$ cat config.mk
export PLATFORM = sky130hd
export DESIGN_NAME = usb_ep_ctrl
export DESIGN_NICKNAME = d
export VERILOG_FILES = /design/src/shared/usb_ep_pkg.sv /design/src/shared/ep_fifo_if.sv /design/src/core/usb_ep_ctrl.sv /design/src/core/ep_fifo.sv /design/src/core/ep_apb_port.sv
export VERILOG_INCLUDE_DIRS = /design/src /design/src/shared
export SDC_FILE = /design/constraint.sdc
export NUM_CORES = 1
export LEC_CHECK = 0
export BUFFER_PORTS_ARGS = -buffer_cell sky130_fd_sc_hd__buf_2
export CORE_ASPECT_RATIO = 0.8
export CORE_MARGIN = 3
export CORE_UTILIZATION = 65
export CTS_CLUSTER_DIAMETER = 60
export CTS_CLUSTER_SIZE = 14
export DETAILED_ROUTE_END_ITERATION = 10
export HOLD_SLACK_MARGIN = 0.02
export PLACE_DENSITY = 0.88
export SKIP_CTS_REPAIR_TIMING = 1
export SYNTH_ARGS = -nofsm -noshare
export SYNTH_HDL_FRONTEND = slang
export SYNTH_HIERARCHICAL = 1
export SYNTH_SLANG_ARGS = --single-unit
$ cat constraint.sdc
create_clock -name pclk -period 6.7 [get_ports pclk]
set_clock_uncertainty 0.05 [all_clocks]
set_input_delay 1.005 -clock pclk [delete_from_list [all_inputs] [get_ports pclk]]
set_output_delay 1.005 -clock pclk [all_outputs]
set_load 0.01 [all_outputs]
$ cat src/shared/usb_ep_consts.svh
// offsets, field positions and reset values of the endpoint slice
`ifndef USB_EP_CONSTS_SVH
`define USB_EP_CONSTS_SVH

// ----------------------------------------
// register byte offsets
// ----------------------------------------
`define EP_CSR_OFF 12'h000
`define EP_FIFO_OFF 12'h004
`define EP_TXVC_OFF 12'h008

// ----------------------------------------
// endpoint_ctrl_status fields
// ----------------------------------------
`define CSR_TX_COMPLETE 0
`define CSR_BK0 1
`define CSR_SETUP 2
`define CSR_HALT 3
`define CSR_TXRDY 4
`define CSR_FORCE 5
`define CSR_BK1 6
`define CSR_DIR 7
`define CSR_KIND_LSB 8
`define CSR_KIND_MSB 10
`define CSR_TGL 11
`define CSR_ON 15
`define CSR_CNT_LSB 16
`define CSR_CNT_MSB 26

// ----------------------------------------
// transceiver_control fields, kinds, sizes
// ----------------------------------------
`define TXVC_OFF_BIT 8
`define KIND_CONTROL 3'h0
`define KIND_ISO_LOW 2'h1
`define KIND_RESET 3'h0
`define FIFO_AW 6
`define FIFO_DEPTH 64
`define CNT_W 11

`endif

$ cat src/shared/usb_ep_pkg.sv
// types shared by the endpoint slice
package usb_ep_pkg;
   typedef logic [7:0] byte_t;
   typedef logic [2:0] kind_t;
   typedef enum logic [1:0] {
      SEL_CSR,
      SEL_FIFO,
      SEL_TXVC,
      SEL_NONE
   } reg_sel_t;
endpackage

$ cat src/shared/ep_fifo_if.sv
// byte fifo carrier between endpoint control and its storage
`timescale 1ns/100ps
`include "usb_ep_consts.svh"
interface ep_fifo_if;
   logic push;
   usb_ep_pkg::byte_t push_data;
   logic pop;
   logic clr;
   usb_ep_pkg::byte_t head;
   logic [`FIFO_AW:0] level;
   logic full;
   logic empty;
   modport owner (
      input push, push_data, pop, clr,
      output head, level, full, empty
   );
   modport user (
      output push, push_data, pop, clr,
      input head, level, full, empty
   );
endinterface

$ cat src/core/usb_ep_ctrl.sv
// control and status slice of one usb device endpoint
//
// Summary of operation
// - setup packet stored sets setup flag, event
// - write zero clears setup flag
// - data out refused while setup flag set
// - host stall handshake acked sets halt flag
// - write zero clears halt flag; event drops once no other flag is set
// - iso crc error sets same bit
// - firmware sets tx ready, blocks fifo writes
// - host received in payload sets tx complete
// - write one forces stall handshake
// - stall meaning depends on kind, ack reported
// - bank one reception sets bank one flag
// - direction bit selects out or in stage
// - three bit endpoint kind read write
// - toggle bit reads data0 zero, data1 one
// - endpoint enable read write
// - out packets stored, byte count 10:0
// - fifo port moves one byte per access
// - transceiver power off bit
// - write zero clears tx complete
// - bank zero reception sets bank zero flag
//
// Decided for this implementation: register access over APB and the address map.
`timescale 1ns/100ps
`include "usb_ep_consts.svh"
module usb_ep_ctrl (
   input wire logic pclk,
   input wire logic presetn,
   input wire logic [11:0] paddr,
   input wire logic psel,
   input wire logic penable,
   input wire logic pwrite,
   input wire logic [31:0] pwdata,
   output logic [31:0] prdata,
   output logic pready,
   output logic pslverr,
   input wire logic rx_byte_valid,
   input wire logic [7:0] rx_byte,
   input wire logic rx_pkt_end,
   input wire logic rx_pkt_setup,
   input wire logic rx_pkt_crc_bad,
   input wire logic rx_pkt_toggle,
   input wire logic tx_byte_req,
   input wire logic tx_ack,
   input wire logic halt_ack,
   output logic rx_accept,
   output logic tx_pkt_avail,
   output logic [7:0] tx_byte,
   output logic halt_request,
   output logic ep_event,
   output logic transceiver_off,
   output logic ep_active
);
   // ----------------------------------------
   // address decode
   // ----------------------------------------
   function automatic usb_ep_pkg::reg_sel_t decode(input logic [11:0] a);
      usb_ep_pkg::reg_sel_t s;
      s = usb_ep_pkg::SEL_NONE;
      case (a)
         `EP_CSR_OFF: begin
            s = usb_ep_pkg::SEL_CSR;
         end
         `EP_FIFO_OFF: begin
            s = usb_ep_pkg::SEL_FIFO;
         end
         `EP_TXVC_OFF: begin
            s = usb_ep_pkg::SEL_TXVC;
         end
         default: begin
            s = usb_ep_pkg::SEL_NONE;
         end
      endcase
      return s;
   endfunction

   // ----------------------------------------
   // state
   // ----------------------------------------
   logic setup_q;
   logic halt_q;
   logic txrdy_q;
   logic tx_complete_q;
   logic force_q;
   logic bk0_q;
   logic bk1_q;
   logic dir_q;
   usb_ep_pkg::kind_t kind_q;
   logic tgl_q;
   logic on_q;
   logic phy_off_q;
   logic bank_sel_q;
   logic rx_accept_q;
   logic tx_avail_q;
   usb_ep_pkg::byte_t tx_byte_q;
   logic event_q;

   logic wr_stb;
   logic rd_stb;
   logic wr_csr;
   logic wr_fifo;
   logic wr_txvc;
   logic rd_fifo;
   logic [31:0] rdata_next;
   logic err_next;
   logic is_ctrl;
   logic is_iso;
   logic ping_pong;
   logic data_end;
   logic [`CNT_W-1:0] rx_cnt;

   ep_fifo_if fifo ();

   // ----------------------------------------
   // bus port and storage
   // ----------------------------------------
   ep_apb_port u_apb (
      .pclk(pclk),
      .presetn(presetn),
      .psel(psel),
      .penable(penable),
      .pwrite(pwrite),
      .rdata_next(rdata_next),
      .err_next(err_next),
      .prdata(prdata),
      .pready(pready),
      .pslverr(pslverr),
      .wr_stb(wr_stb),
      .rd_stb(rd_stb)
   );

   ep_fifo u_fifo (
      .pclk(pclk),
      .presetn(presetn),
      .f(fifo)
   );

   // ----------------------------------------
   // strobes and kind decode
   // ----------------------------------------
   assign wr_csr = wr_stb && (decode(paddr) == usb_ep_pkg::SEL_CSR);
   assign wr_fifo = wr_stb && (decode(paddr) == usb_ep_pkg::SEL_FIFO);
   assign wr_txvc = wr_stb && (decode(paddr) == usb_ep_pkg::SEL_TXVC);
   assign rd_fifo = rd_stb && (decode(paddr) == usb_ep_pkg::SEL_FIFO);
   assign is_ctrl = (kind_q == `KIND_CONTROL);
   assign is_iso = (kind_q[1:0] == `KIND_ISO_LOW);
   assign ping_pong = !is_ctrl;
   assign data_end = rx_pkt_end && !rx_pkt_setup;
   assign err_next = (decode(paddr) == usb_ep_pkg::SEL_NONE);
   assign rx_cnt = `CNT_W'(fifo.level);

   // ----------------------------------------
   // fifo access: link pushes win over firmware
   // ----------------------------------------
   always_comb begin
      fifo.push = 1'b0;
      fifo.push_data = 8'h00;
      if (rx_byte_valid && on_q) begin
         fifo.push = 1'b1;
         fifo.push_data = rx_byte;
      end else if (wr_fifo && !txrdy_q) begin
         fifo.push = 1'b1;
         fifo.push_data = pwdata[7:0];
      end
   end

   assign fifo.pop = rd_fifo || tx_byte_req;
   assign fifo.clr = !on_q;

   // ----------------------------------------
   // read data
   // ----------------------------------------
   always_comb begin
      rdata_next = 32'h0000_0000;
      case (decode(paddr))
         usb_ep_pkg::SEL_CSR: begin
            rdata_next[`CSR_TX_COMPLETE] = tx_complete_q;
            rdata_next[`CSR_BK0] = bk0_q;
            rdata_next[`CSR_SETUP] = setup_q;
            rdata_next[`CSR_HALT] = halt_q;
            rdata_next[`CSR_TXRDY] = txrdy_q;
            rdata_next[`CSR_BK1] = bk1_q;
            rdata_next[`CSR_DIR] = dir_q;
            rdata_next[`CSR_KIND_MSB:`CSR_KIND_LSB] = kind_q;
            rdata_next[`CSR_TGL] = tgl_q;
            rdata_next[`CSR_ON] = on_q;
            rdata_next[`CSR_CNT_MSB:`CSR_CNT_LSB] = rx_cnt;
         end
         usb_ep_pkg::SEL_FIFO: begin
            rdata_next[7:0] = fifo.head;
         end
         usb_ep_pkg::SEL_TXVC: begin
            rdata_next[`TXVC_OFF_BIT] = phy_off_q;
         end
         default: begin
            rdata_next = 32'h0000_0000;
         end
      endcase
   end

   // ----------------------------------------
   // setup flag
   // ----------------------------------------
   always_ff @(posedge pclk or negedge presetn) begin
      if (!presetn) begin
         setup_q <= 1'b0;
      end else if (rx_pkt_end && rx_pkt_setup) begin
         setup_q <= 1'b1;
      end else if (wr_csr && !pwdata[`CSR_SETUP]) begin
         setup_q <= 1'b0;
      end
   end

   // ----------------------------------------
   // halt acknowledged / iso crc error flag
   // ----------------------------------------
   always_ff @(posedge pclk or negedge presetn) begin
      if (!presetn) begin
         halt_q <= 1'b0;
      end else if (halt_ack && !is_iso) begin
         halt_q <= 1'b1;
      end else if (data_end && is_iso && rx_pkt_crc_bad) begin
         halt_q <= 1'b1;
      end else if (wr_csr && !pwdata[`CSR_HALT]) begin
         halt_q <= 1'b0;
      end
   end

   // ----------------------------------------
   // forced stall request
   // ----------------------------------------
   always_ff @(posedge pclk or negedge presetn) begin
      if (!presetn) begin
         force_q <= 1'b0;
      end else if (wr_csr && pwdata[`CSR_FORCE]) begin
         force_q <= 1'b1;
      end else if (halt_ack) begin
         force_q <= 1'b0;
      end
   end

   // ----------------------------------------
   // in packet ready and complete
   // ----------------------------------------
   always_ff @(posedge pclk or negedge presetn) begin
      if (!presetn) begin
         txrdy_q <= 1'b0;
      end else if (wr_csr && pwdata[`CSR_TXRDY]) begin
         txrdy_q <= 1'b1;
      end else if (tx_ack) begin
         txrdy_q <= 1'b0;
      end
   end

   always_ff @(posedge pclk or negedge presetn) begin
      if (!presetn) begin
         tx_complete_q <= 1'b0;
      end else if (tx_ack) begin
         tx_complete_q <= 1'b1;
      end else if (wr_csr && !pwdata[`CSR_TX_COMPLETE]) begin
         tx_complete_q <= 1'b0;
      end
   end

   // ----------------------------------------
   // receive banks
   // ----------------------------------------
   always_ff @(posedge pclk or negedge presetn) begin
      if (!presetn) begin
         bk0_q <= 1'b0;
         bk1_q <= 1'b0;
         bank_sel_q <= 1'b0;
      end else begin
         if (data_end && !(ping_pong && bank_sel_q)) begin
            bk0_q <= 1'b1;
         end else if (wr_csr && !pwdata[`CSR_BK0]) begin
            bk0_q <= 1'b0;
         end
         if (data_end && ping_pong && bank_sel_q) begin
            bk1_q <= 1'b1;
         end else if (wr_csr && !pwdata[`CSR_BK1]) begin
            bk1_q <= 1'b0;
         end
         if (data_end && ping_pong) begin
            bank_sel_q <= !bank_sel_q;
         end
      end
   end

   // ----------------------------------------
   // configuration bits
   // ----------------------------------------
   always_ff @(posedge pclk or negedge presetn) begin
      if (!presetn) begin
         dir_q <= 1'b0;
         kind_q <= `KIND_RESET;
         on_q <= 1'b0;
      end else if (wr_csr) begin
         dir_q <= pwdata[`CSR_DIR];
         kind_q <= pwdata[`CSR_KIND_MSB:`CSR_KIND_LSB];
         on_q <= pwdata[`CSR_ON];
      end
   end

   always_ff @(posedge pclk or negedge presetn) begin
      if (!presetn) begin
         phy_off_q <= 1'b0;
      end else if (wr_txvc) begin
         phy_off_q <= pwdata[`TXVC_OFF_BIT];
      end
   end

   // ----------------------------------------
   // data toggle
   // ----------------------------------------
   always_ff @(posedge pclk or negedge presetn) begin
      if (!presetn) begin
         tgl_q <= 1'b0;
      end else if (!on_q) begin
         tgl_q <= 1'b0;
      end else if (rx_pkt_end) begin
         tgl_q <= rx_pkt_toggle;
      end else if (tx_ack) begin
         tgl_q <= !tgl_q;
      end
   end

   // ----------------------------------------
   // link side outputs
   // ----------------------------------------
   always_ff @(posedge pclk or negedge presetn) begin
      if (!presetn) begin
         rx_accept_q <= 1'b0;
         tx_avail_q <= 1'b0;
         event_q <= 1'b0;
      end else begin
         rx_accept_q <= on_q && !setup_q && !bk0_q && !bk1_q && !txrdy_q
                        && !(is_ctrl && dir_q);
         tx_avail_q <= on_q && txrdy_q && !(is_ctrl && !dir_q);
         event_q <= setup_q || halt_q || tx_complete_q || bk0_q || bk1_q;
      end
   end

   always_ff @(posedge pclk or negedge presetn) begin
      if (!presetn) begin
         tx_byte_q <= 8'h00;
      end else if (tx_byte_req) begin
         tx_byte_q <= fifo.head;
      end
   end

   assign rx_accept = rx_accept_q;
   assign tx_pkt_avail = tx_avail_q;
   assign tx_byte = tx_byte_q;
   assign halt_request = force_q;
   assign ep_event = event_q;
   assign transceiver_off = phy_off_q;
   assign ep_active = on_q;
endmodule

$ cat src/core/ep_fifo.sv
// byte fifo memory of one endpoint
`timescale 1ns/100ps
`include "usb_ep_consts.svh"
module ep_fifo (
   input wire logic pclk,
   input wire logic presetn,
   ep_fifo_if.owner f
);
   usb_ep_pkg::byte_t mem [`FIFO_DEPTH];
   logic [`FIFO_AW-1:0] wp_q;
   logic [`FIFO_AW-1:0] rp_q;
   logic [`FIFO_AW:0] lvl_q;
   logic do_push;
   logic do_pop;

   assign do_push = f.push && !f.full;
   assign do_pop = f.pop && !f.empty;
   assign f.head = mem[rp_q];
   assign f.level = lvl_q;
   assign f.full = (lvl_q == (`FIFO_AW+1)'(`FIFO_DEPTH));
   assign f.empty = (lvl_q == '0);

   // ----------------------------------------
   // storage
   // ----------------------------------------
   always_ff @(posedge pclk) begin
      if (do_push) begin
         mem[wp_q] <= f.push_data;
      end
   end

   // ----------------------------------------
   // pointers and level
   // ----------------------------------------
   always_ff @(posedge pclk or negedge presetn) begin
      if (!presetn) begin
         wp_q <= '0;
         rp_q <= '0;
         lvl_q <= '0;
      end else if (f.clr) begin
         wp_q <= '0;
         rp_q <= '0;
         lvl_q <= '0;
      end else begin
         if (do_push) begin
            wp_q <= wp_q + 1'b1;
         end
         if (do_pop) begin
            rp_q <= rp_q + 1'b1;
         end
         if (do_push && !do_pop) begin
            lvl_q <= lvl_q + 1'b1;
         end else if (do_pop && !do_push) begin
            lvl_q <= lvl_q - 1'b1;
         end
      end
   end
endmodule

$ cat src/core/ep_apb_port.sv
// apb handshake with one wait state and registered read data
`timescale 1ns/100ps
module ep_apb_port (
   input wire logic pclk,
   input wire logic presetn,
   input wire logic psel,
   input wire logic penable,
   input wire logic pwrite,
   input wire logic [31:0] rdata_next,
   input wire logic err_next,
   output logic [31:0] prdata,
   output logic pready,
   output logic pslverr,
   output logic wr_stb,
   output logic rd_stb
);
   // ----------------------------------------
   // one wait state, data caught with pready
   // ----------------------------------------
   always_ff @(posedge pclk or negedge presetn) begin
      if (!presetn) begin
         pready <= 1'b0;
         prdata <= 32'h0000_0000;
         pslverr <= 1'b0;
      end else begin
         pready <= psel && penable && !pready;
         prdata <= (psel && penable && !pready && !pwrite) ? rdata_next : 32'h0000_0000;
         pslverr <= psel && penable && !pready && err_next;
      end
   end

   assign wr_stb = psel && penable && pready && pwrite;
   assign rd_stb = psel && penable && pready && !pwrite;
endmodule

==> results of run 1 <==
-- critical path, stage by stage, from the launching register on --
cell	delay (ps)
sky130_fd_sc_hd__dfrtp_4	850
sky130_fd_sc_hd__buf_4	540
sky130_fd_sc_hd__nand3_1	690
sky130_fd_sc_hd__o22ai_1	430
sky130_fd_sc_hd__a211o_1	240
sky130_fd_sc_hd__o21ba_1	200
sky130_fd_sc_hd__a31oi_1	60
sky130_fd_sc_hd__nor3_1	610
sky130_fd_sc_hd__mux2i_1	230
sky130_fd_sc_hd__nor2_1	140
sky130_fd_sc_hd__and2_1	160
-- stage by stage --
step           area [um2]  total power (uW)
2_1_floorplan       23800              4060
3_3_place_gp        24600              4090
3_5_place_dp        24600              4100
4_1_cts             25900              6610
5_1_grt             25900              6740
6_report            25900              6580
-- placed cells by master (no fill, tap or decap), types with 5 or more instances in the layout --
cell type / n
sky130_fd_sc_hd__edfxtp_1: 512
sky130_fd_sc_hd__nor2_1: 103
sky130_fd_sc_hd__mux4_2: 97
sky130_fd_sc_hd__buf_2: 91
sky130_fd_sc_hd__mux2i_1: 85
sky130_fd_sc_hd__dfrtp_1: 76
sky130_fd_sc_hd__clkbuf_16: 49
sky130_fd_sc_hd__and2_1: 48
sky130_fd_sc_hd__o22ai_1: 38
sky130_fd_sc_hd__mux2_2: 34
sky130_fd_sc_hd__nand2_1: 29
sky130_fd_sc_hd__a211o_1: 22
sky130_fd_sc_hd__clkbuf_1: 19
sky130_fd_sc_hd__conb_1: 12
sky130_fd_sc_hd__nor3_1: 11
sky130_fd_sc_hd__nor2b_1: 9
sky130_fd_sc_hd__xor2_1: 9
sky130_fd_sc_hd__a22o_2: 8
sky130_fd_sc_hd__inv_1: 8
sky130_fd_sc_hd__buf_4: 8
sky130_fd_sc_hd__nand3_1: 8
sky130_fd_sc_hd__a21oi_1: 8
sky130_fd_sc_hd__ha_1: 8
sky130_fd_sc_hd__a31oi_1: 7
sky130_fd_sc_hd__a2111oi_1: 6
sky130_fd_sc_hd__o21ba_1: 6
sky130_fd_sc_hd__xnor2_1: 5
sky130_fd_sc_hd__o31ai_1: 5
-- how the worst min path moves through the flow --
| stage | start | end | cells past startpoint |
|---|---|---|---|
| floorplan | tx_complete_q$_DFFE_PN0P_ | ep_event$_DFF_PN0_ | 1 |
| global placement | bank_sel_q$_DFFE_PN0P_ | bank_sel_q$_DFFE_PN0P_ | 1 |
| detailed placement | bank_sel_q$_DFFE_PN0P_ | bank_sel_q$_DFFE_PN0P_ | 1 |
| CTS | bank_sel_q$_DFFE_PN0P_ | bank_sel_q$_DFFE_PN0P_ | 1 |
| global route | bank_sel_q$_DFFE_PN0P_ | bank_sel_q$_DFFE_PN0P_ | 1 |
| finish | bank_sel_q$_DFFE_PN0P_ | bank_sel_q$_DFFE_PN0P_ | 1 |
-- metal layers --
layer | part of all wire [%] | vias to the layer above | GRT usage [%]
li1 | - | 5282 | -
met1 | 36 | 6450 | 39.5
met2 | 47 | 937 | 44.7
met3 | 13 | 177 | 9.01
met4 | 3.9 | 0 | 10.4
met5 | 0 | - | 0
-- area by class of cell --
cell class                 count  share of cell area [%]
clock buffer                  68                    5.00
inverter                      10                   0.145
clock inverter                 3                   0.130
tap                          472                    2.28
timing repair buffer         100                    2.07
multi-input combinational    632                    23.4
sequential                   591                    67.0
-- power by group through the flow --
stage	combinational (uW)	sequential [uW]	clock, uW
finish	62.5	3960	2560
global route	67.9	3950	2720
CTS	62.3	3960	2590
detailed placement	61.4	4030	0
global placement	59.7	4030	0
floorplan	22.5	4040	0
-- flip-flops by register name, summed over array words and instances, names as in the netlist, 3 cells and up --
signal and flops:
u_fifo/wp_q 6, u_fifo/mem 512, u_fifo/rp_q 6, u_apb/prdata 32
u_fifo/f.level 7, tx_byte 8, kind_q 3
==> metrics.md, run 1 <==
| Metric | Value |
|---|---|
| Leakage power total | `just under 0.01 uW` |
| Required arrival time at the worst endpoint | `around 7200 ps` |
| Slew Limit Fails | `0` |
| Number of setup violations in the final report | `0` |
| Proportion of power drawn by the clock network | `roughly 40%` |
| Antenna violations before repair | `3` |
| Combinational Power Share | `0.9%` |
| Headroom to the max-slew limit | `a little under a tenth` |
| Total area of sequential cells | `~17000 um2` |
| Switch share | `between 10% and 20%` |
| Post-layout min period | `~4300 ps` |
| Grt ovf | `0` |
| Routed wire length | `between 50 and 60 mm` |
| Setup tns final | `0 ps` |
| Final worst hold slack | `445 ps` |
| Reg power frac | `roughly three fifths` |
| Worst R2R End | `u_apb/prdata[2]$_DFF_PN0_` |
| Clock buffer depth | `3` |
| Highest fanout seen on the critical path | `40` |
| Final-layout fill cell count | `roughly 2k` |
| Clock-pin transition on the worst setup and hold timing paths | `around 70 ps` |
| Final design utilization | `around three quarters` |
| Netlist Area Pre-Place | `23800 um2` |
| Type of the worst setup path | `flip-flop to flip-flop` |
| Power Dens Cells | `approximately 250 nW/um2` |
| Antenna diode count | `0` |
| Clock insertion delay at the later pin of the skew report | `about 580 ps` |
| Number of core rows | `between 60 and 70` |
| Final hold violation count | `0` |
| Number of global-route vias before repair | `12.9k` |
| Final worst path period share | `64.8%` |
| Max-cap viol count | `0` |
| Master cell of the clock root buffer | `sky130_fd_sc_hd__clkbuf_16` |
| Total vias in the final route | `12.8k` |
| Die extent in x | `~220 um` |
| Full die area | `between 30000 and 40000 um2` |
| End point of the critical path | `u_apb/prdata[2]$_DFF_PN0_` |
| Die span in y | `177 um` |
| Clock Sink Count | `~590` |
| Layout net count | `around 1.5k` |
| Wire length of the first global-routing pass | `81.6 mm` |
| I/O pins | `roughly 110` |
| Drt drc | `0` |
| Internal power contribution | `~5300 uW` |
| First-pass iteration count of the detailed router | `6` |
| Startpoint type of the worst setup path | `flip-flop` |
| Crit path DAT | `approximately 4800 ps` |
| Core region area | `around 35000 um2` |
| Crit. Startpoint | `u_fifo/rp_q[1]$_DFFE_PN0P_` |
| # port buffers | `92` |
| Placement Setup Slack | `2080 ps` |
| Cell count after synthesis | `~1.3k` |
| Result of the run | `completed` |
| Final Wtd Congestion | `between 0.9 and 1` |
| Source of the worst register-to-register timing path | `u_fifo/rp_q[1]$_DFFE_PN0P_` |
| Drt initial violations | `~1.9k` |
| Minimum setup slack among reg-to-reg paths | `around 2400 ps` |
| RSZ-0062 raised after global routing | `false` |
| Depth of the CTS H-tree | `2` |
| Starting utilization of the core area | `67.1%` |
| Worst hold path type | `flip-flop to flip-flop` |
| Worst vdd rail ir drop | `0.275 mV` |
| Ratio of cells with drive above 1 in the final layout | `22.6%` |
| Number of synthesis warnings | `6` |
| Pin count of the biggest net entering global routing | `80` |
| Non-filler cells in the finished layout | `approximately 1.9k` |
| Instance count after placement with tap cells included | `around 1.8k` |
| Routed length per instance | `29.5 um` |
| Signed area change from the synthesized netlist to the final layout | `9.04%` |
| Clock tree from TritonCTS | `built` |
| Maximum achievable frequency | `around 0.23 GHz` |
| Total routing resource utilization after global routing | `just under 30%` |
| Category of the worst setup path capture point | `flip-flop` |
| Multi-input combinational cell area | `6070 um2` |
| Clock buffer count from CTS | `48` |
| Setup ws final | `approximately 2400 ps` |
| Net load switching power | `1260 uW` |
| Transition time at the pin with the least slew margin | `1360 ps` |
| Antenna viol nets, final | `0` |
| Post-synthesis average cell area | `~18 um2` |
| Worst reg2reg path depth | `10` |
| Placed wire-length estimate | `32.1 mm` |
| Per-cell via count in the routed design | `6.85` |
(Power assumes the default switching activity.)
==> run 2, diff against run 1 <==
- CORE_UTILIZATION: 65 -> 61
- PLACE_DENSITY: 0.88 -> 0.83
- clock period: 6.7 -> 4 ns (I/O delays scaled with it)
==> metrics.md, run 2 (same netlist as run 1, synthesis figures left out) <==
| Metric | Value |
|---|---|
| Result of the run | `completed` |
| Maximum achievable frequency | `0.280 GHz (+22%)` |
| Drt drc | `0 (unchanged)` |
| I/O pins | `113 (unchanged)` |
| Per-cell via count in the routed design | `6.51 (-5.0%)` |
| Crit-path leading delay family | `simple AND/OR/NAND/NOR gates` |
| Clock Sink Count | `591 (unchanged)` |
| Layout net count | `1562 (+7.2%)` |
| Transition time at the pin with the least slew margin | `1210 ps (-145 ps)` |
| Placed wire-length estimate | `34.2 mm (+6.6%)` |
| Routed wire length | `55.0 mm (-0.41%)` |
| Final hold violation count | `0 (unchanged)` |
| Worst vdd rail ir drop | `0.561 mV (+100%)` |
| Max-cap viol count | `0 (unchanged)` |
| Final-layout fill cell count | `2273 (+14%)` |
| Clock tree from TritonCTS | `built` |
| Number of setup violations in the final report | `0 (unchanged)` |
| Clock-pin transition on the worst setup and hold timing paths | `60 ps (about the same)` |
| Grt ovf | `0 (unchanged)` |
| Clock buffer count from CTS | `48 (unchanged)` |
| Pin count of the biggest net entering global routing | `80 (unchanged)` |
| Post-route total power | `11000 uW (+68%)` |
| Total area of sequential cells | `17400 um2 (unchanged)` |
| Number of global-route vias before repair | `13.2k (+2.5%)` |
| Type of the worst setup path | `flip-flop to flip-flop` |
| Total routing resource utilization after global routing | `27.2% (-1.6 points)` |
| Slew Limit Fails | `0 (unchanged)` |
| Crit path cell chain | `and4_1 -> nor4bb_1 -> a21o_1 -> inv_2 -> a31oi_4 -> nand2_1 -> ha_1 -> nor2b_1 -> nor3_1 -> o21bai_1 -> a21oi_1 -> mux2i_1 -> mux2_1` |
| Antenna viol nets, final | `0 (unchanged)` |
| Depth of the CTS H-tree | `2 (unchanged)` |
| Drt initial violations | `2067 (+12%)` |
| Clock buffer depth | `3 (unchanged)` |
| Commonest non-fill, non-tap cell in the layout | `sky130_fd_sc_hd__edfxtp_1` |
| Final Wtd Congestion | `0.896 (-2.4%)` |
| Worst hold path type | `input port to asynchronous set/reset pin` |
| Crit path DAT | `3970 ps (-820 ps)` |
| Starting utilization of the core area | `62.0% (-5.2 points)` |
| Summed area of non-filler cells in the final layout | `26800 um2 (+3.6%)` |
| First-pass iteration count of the detailed router | `5 (-1)` |
| Setup tns final | `0 ps (unchanged)` |
| Final worst path period share | `89.3% (+24 points)` |
| Reg with most FFs | `u_fifo/mem` |
| Most frequent cells in the layout | `sky130_fd_sc_hd__edfxtp_1 (512), sky130_fd_sc_hd__buf_4 (106), sky130_fd_sc_hd__nor2_1 (103), sky130_fd_sc_hd__mux4_2 (97), sky130_fd_sc_hd__buf_2 (91)` |
| RSZ-0062 raised after global routing | `false` |
| Multi-input combinational cell area | `6070 um2 (unchanged)` |
| CP peak stage delay | `410 ps (-440 ps)` |
| Master of the slowest instance on the critical path | `sky130_fd_sc_hd__dfrtp_1` |
| Master cell of the clock root buffer | `sky130_fd_sc_hd__clkbuf_16` |
| Total vias in the final route | `13.1k (+1.8%)` |
| Cell area reported after detailed placement | `25500 um2 (+3.7%)` |
| Leakage power total | `0.0104 uW (+5.9%)` |
| Category of the worst setup path capture point | `flip-flop` |
| Clock insertion delay at the later pin of the skew report | `570 ps (about the same)` |
| Post-layout min period | `3570 ps (-771 ps)` |
| Highest fanout seen on the critical path | `7 (-83%)` |
| Die span in y | `183 um (+3.1%)` |
| Signed area change from the synthesized netlist to the final layout | `12.9%` |
| Full die area | `41400 um2 (+6.4%)` |
| Die extent in x | `227 um (+3.1%)` |
| Routed length per instance | `27.4 um (-7.0%)` |
| Core region area | `38400 um2 (+8.3%)` |
| Startpoint type of the worst setup path | `flip-flop` |
| # port buffers | `92 (unchanged)` |
| Number of buffer and inverter instances along the worst setup path | `1 (unchanged)` |
| Wire length of the first global-routing pass | `82.9 mm (+1.5%)` |
| Required arrival time at the worst endpoint | `4400 ps (-2750 ps)` |
| Headroom to the max-slew limit | `19.2% (+9.9 points)` |
| Antenna diode count | `0 (unchanged)` |
| Antenna violations before repair | `0 (-3)` |
| Number of core rows | `64 (+4.9%)` |
| Number of flip-flops in the largest register | `512 (unchanged)` |
| Power Dens Cells | `411 nW/um2 (+62%)` |
| Ratio of cells with drive above 1 in the final layout | `27.8% (+5.2 points)` |
==> run 2: cell types whose count changed in the layout (fill, tap and decap cells not counted), sizes merged <==
cell,delta
buf,+105
inv,-1
clkbuf,+8
clkinv,-1
==> run 2: path summary, 6_finish.rpt <==
check | from | end | cells after the start | slack [ps]
min in group pclk | pwdata[15] | ep_active$_DFFE_PN0P_ | 2 | 210
worst max register to register | u_apb/pready$_DFF_PN0_ | u_fifo/f.level[6]$_DFFE_PN0P_ | 13 | 430
max in group asynchronous | presetn | u_fifo/rp_q[1]$_DFFE_PN0P_ | 1 | 2970
worst min register to register | u_apb/pready$_DFF_PN0_ | u_apb/pready$_DFF_PN0_ | 1 | 460
worst min-delay path | presetn | u_apb/prdata[29]$_DFF_PN0_ | 1 | 150
worst max-delay path | u_apb/pready$_DFF_PN0_ | u_fifo/f.level[6]$_DFFE_PN0P_ | 13 | 430
==> run 2: layer usage <==
metal	track usage [%]	vias up	wire (um)
met5	0	-	0
met4	6.89	0	1330
met3	6.69	125	6650
met2	41.6	817	26100
met1	40.4	6641	21000
li1	-	5496	-
==> run 2: final cells by class <==
| type | count | area share [%] |
|---|---|---|
| Tap cell | 495 | 2.31 |
| Multi-Input combinational cell | 632 | 22.6 |
| Inverter | 10 | 0.140 |
| Timing Repair Buffer | 205 | 5.26 |
| Clock inverter | 1 | 0.0419 |
| Clock buffer | 76 | 4.98 |
| Sequential cell | 591 | 64.7 |
==> run 2: power by group <==
part / internal, uW / switching, uW
combinational: 44.0 / 60.0
sequential: 6620 / 8.29
clock: 2280 / 2030
total: 8940 / 2090
==> run 2: per-stage QoR <==
| stage | hold WS [ps] | cells | setup slack [ps] | util (%) |
|---|---|---|---|---|
| 5_1_grt | 216 | 2010 | 250 | 70.0 |
| 4_1_cts | 186 | 2010 | 503 | 70.0 |
| 6_report | 153 | 2010 | 429 | 70.0 |
| 3_3_place_gp | 430 | 1933 | 362 | 66.5 |
| 3_5_place_dp | 448 | 1933 | 228 | 66.5 |
| 2_1_floorplan | 254 | 1299 | 496 | - |
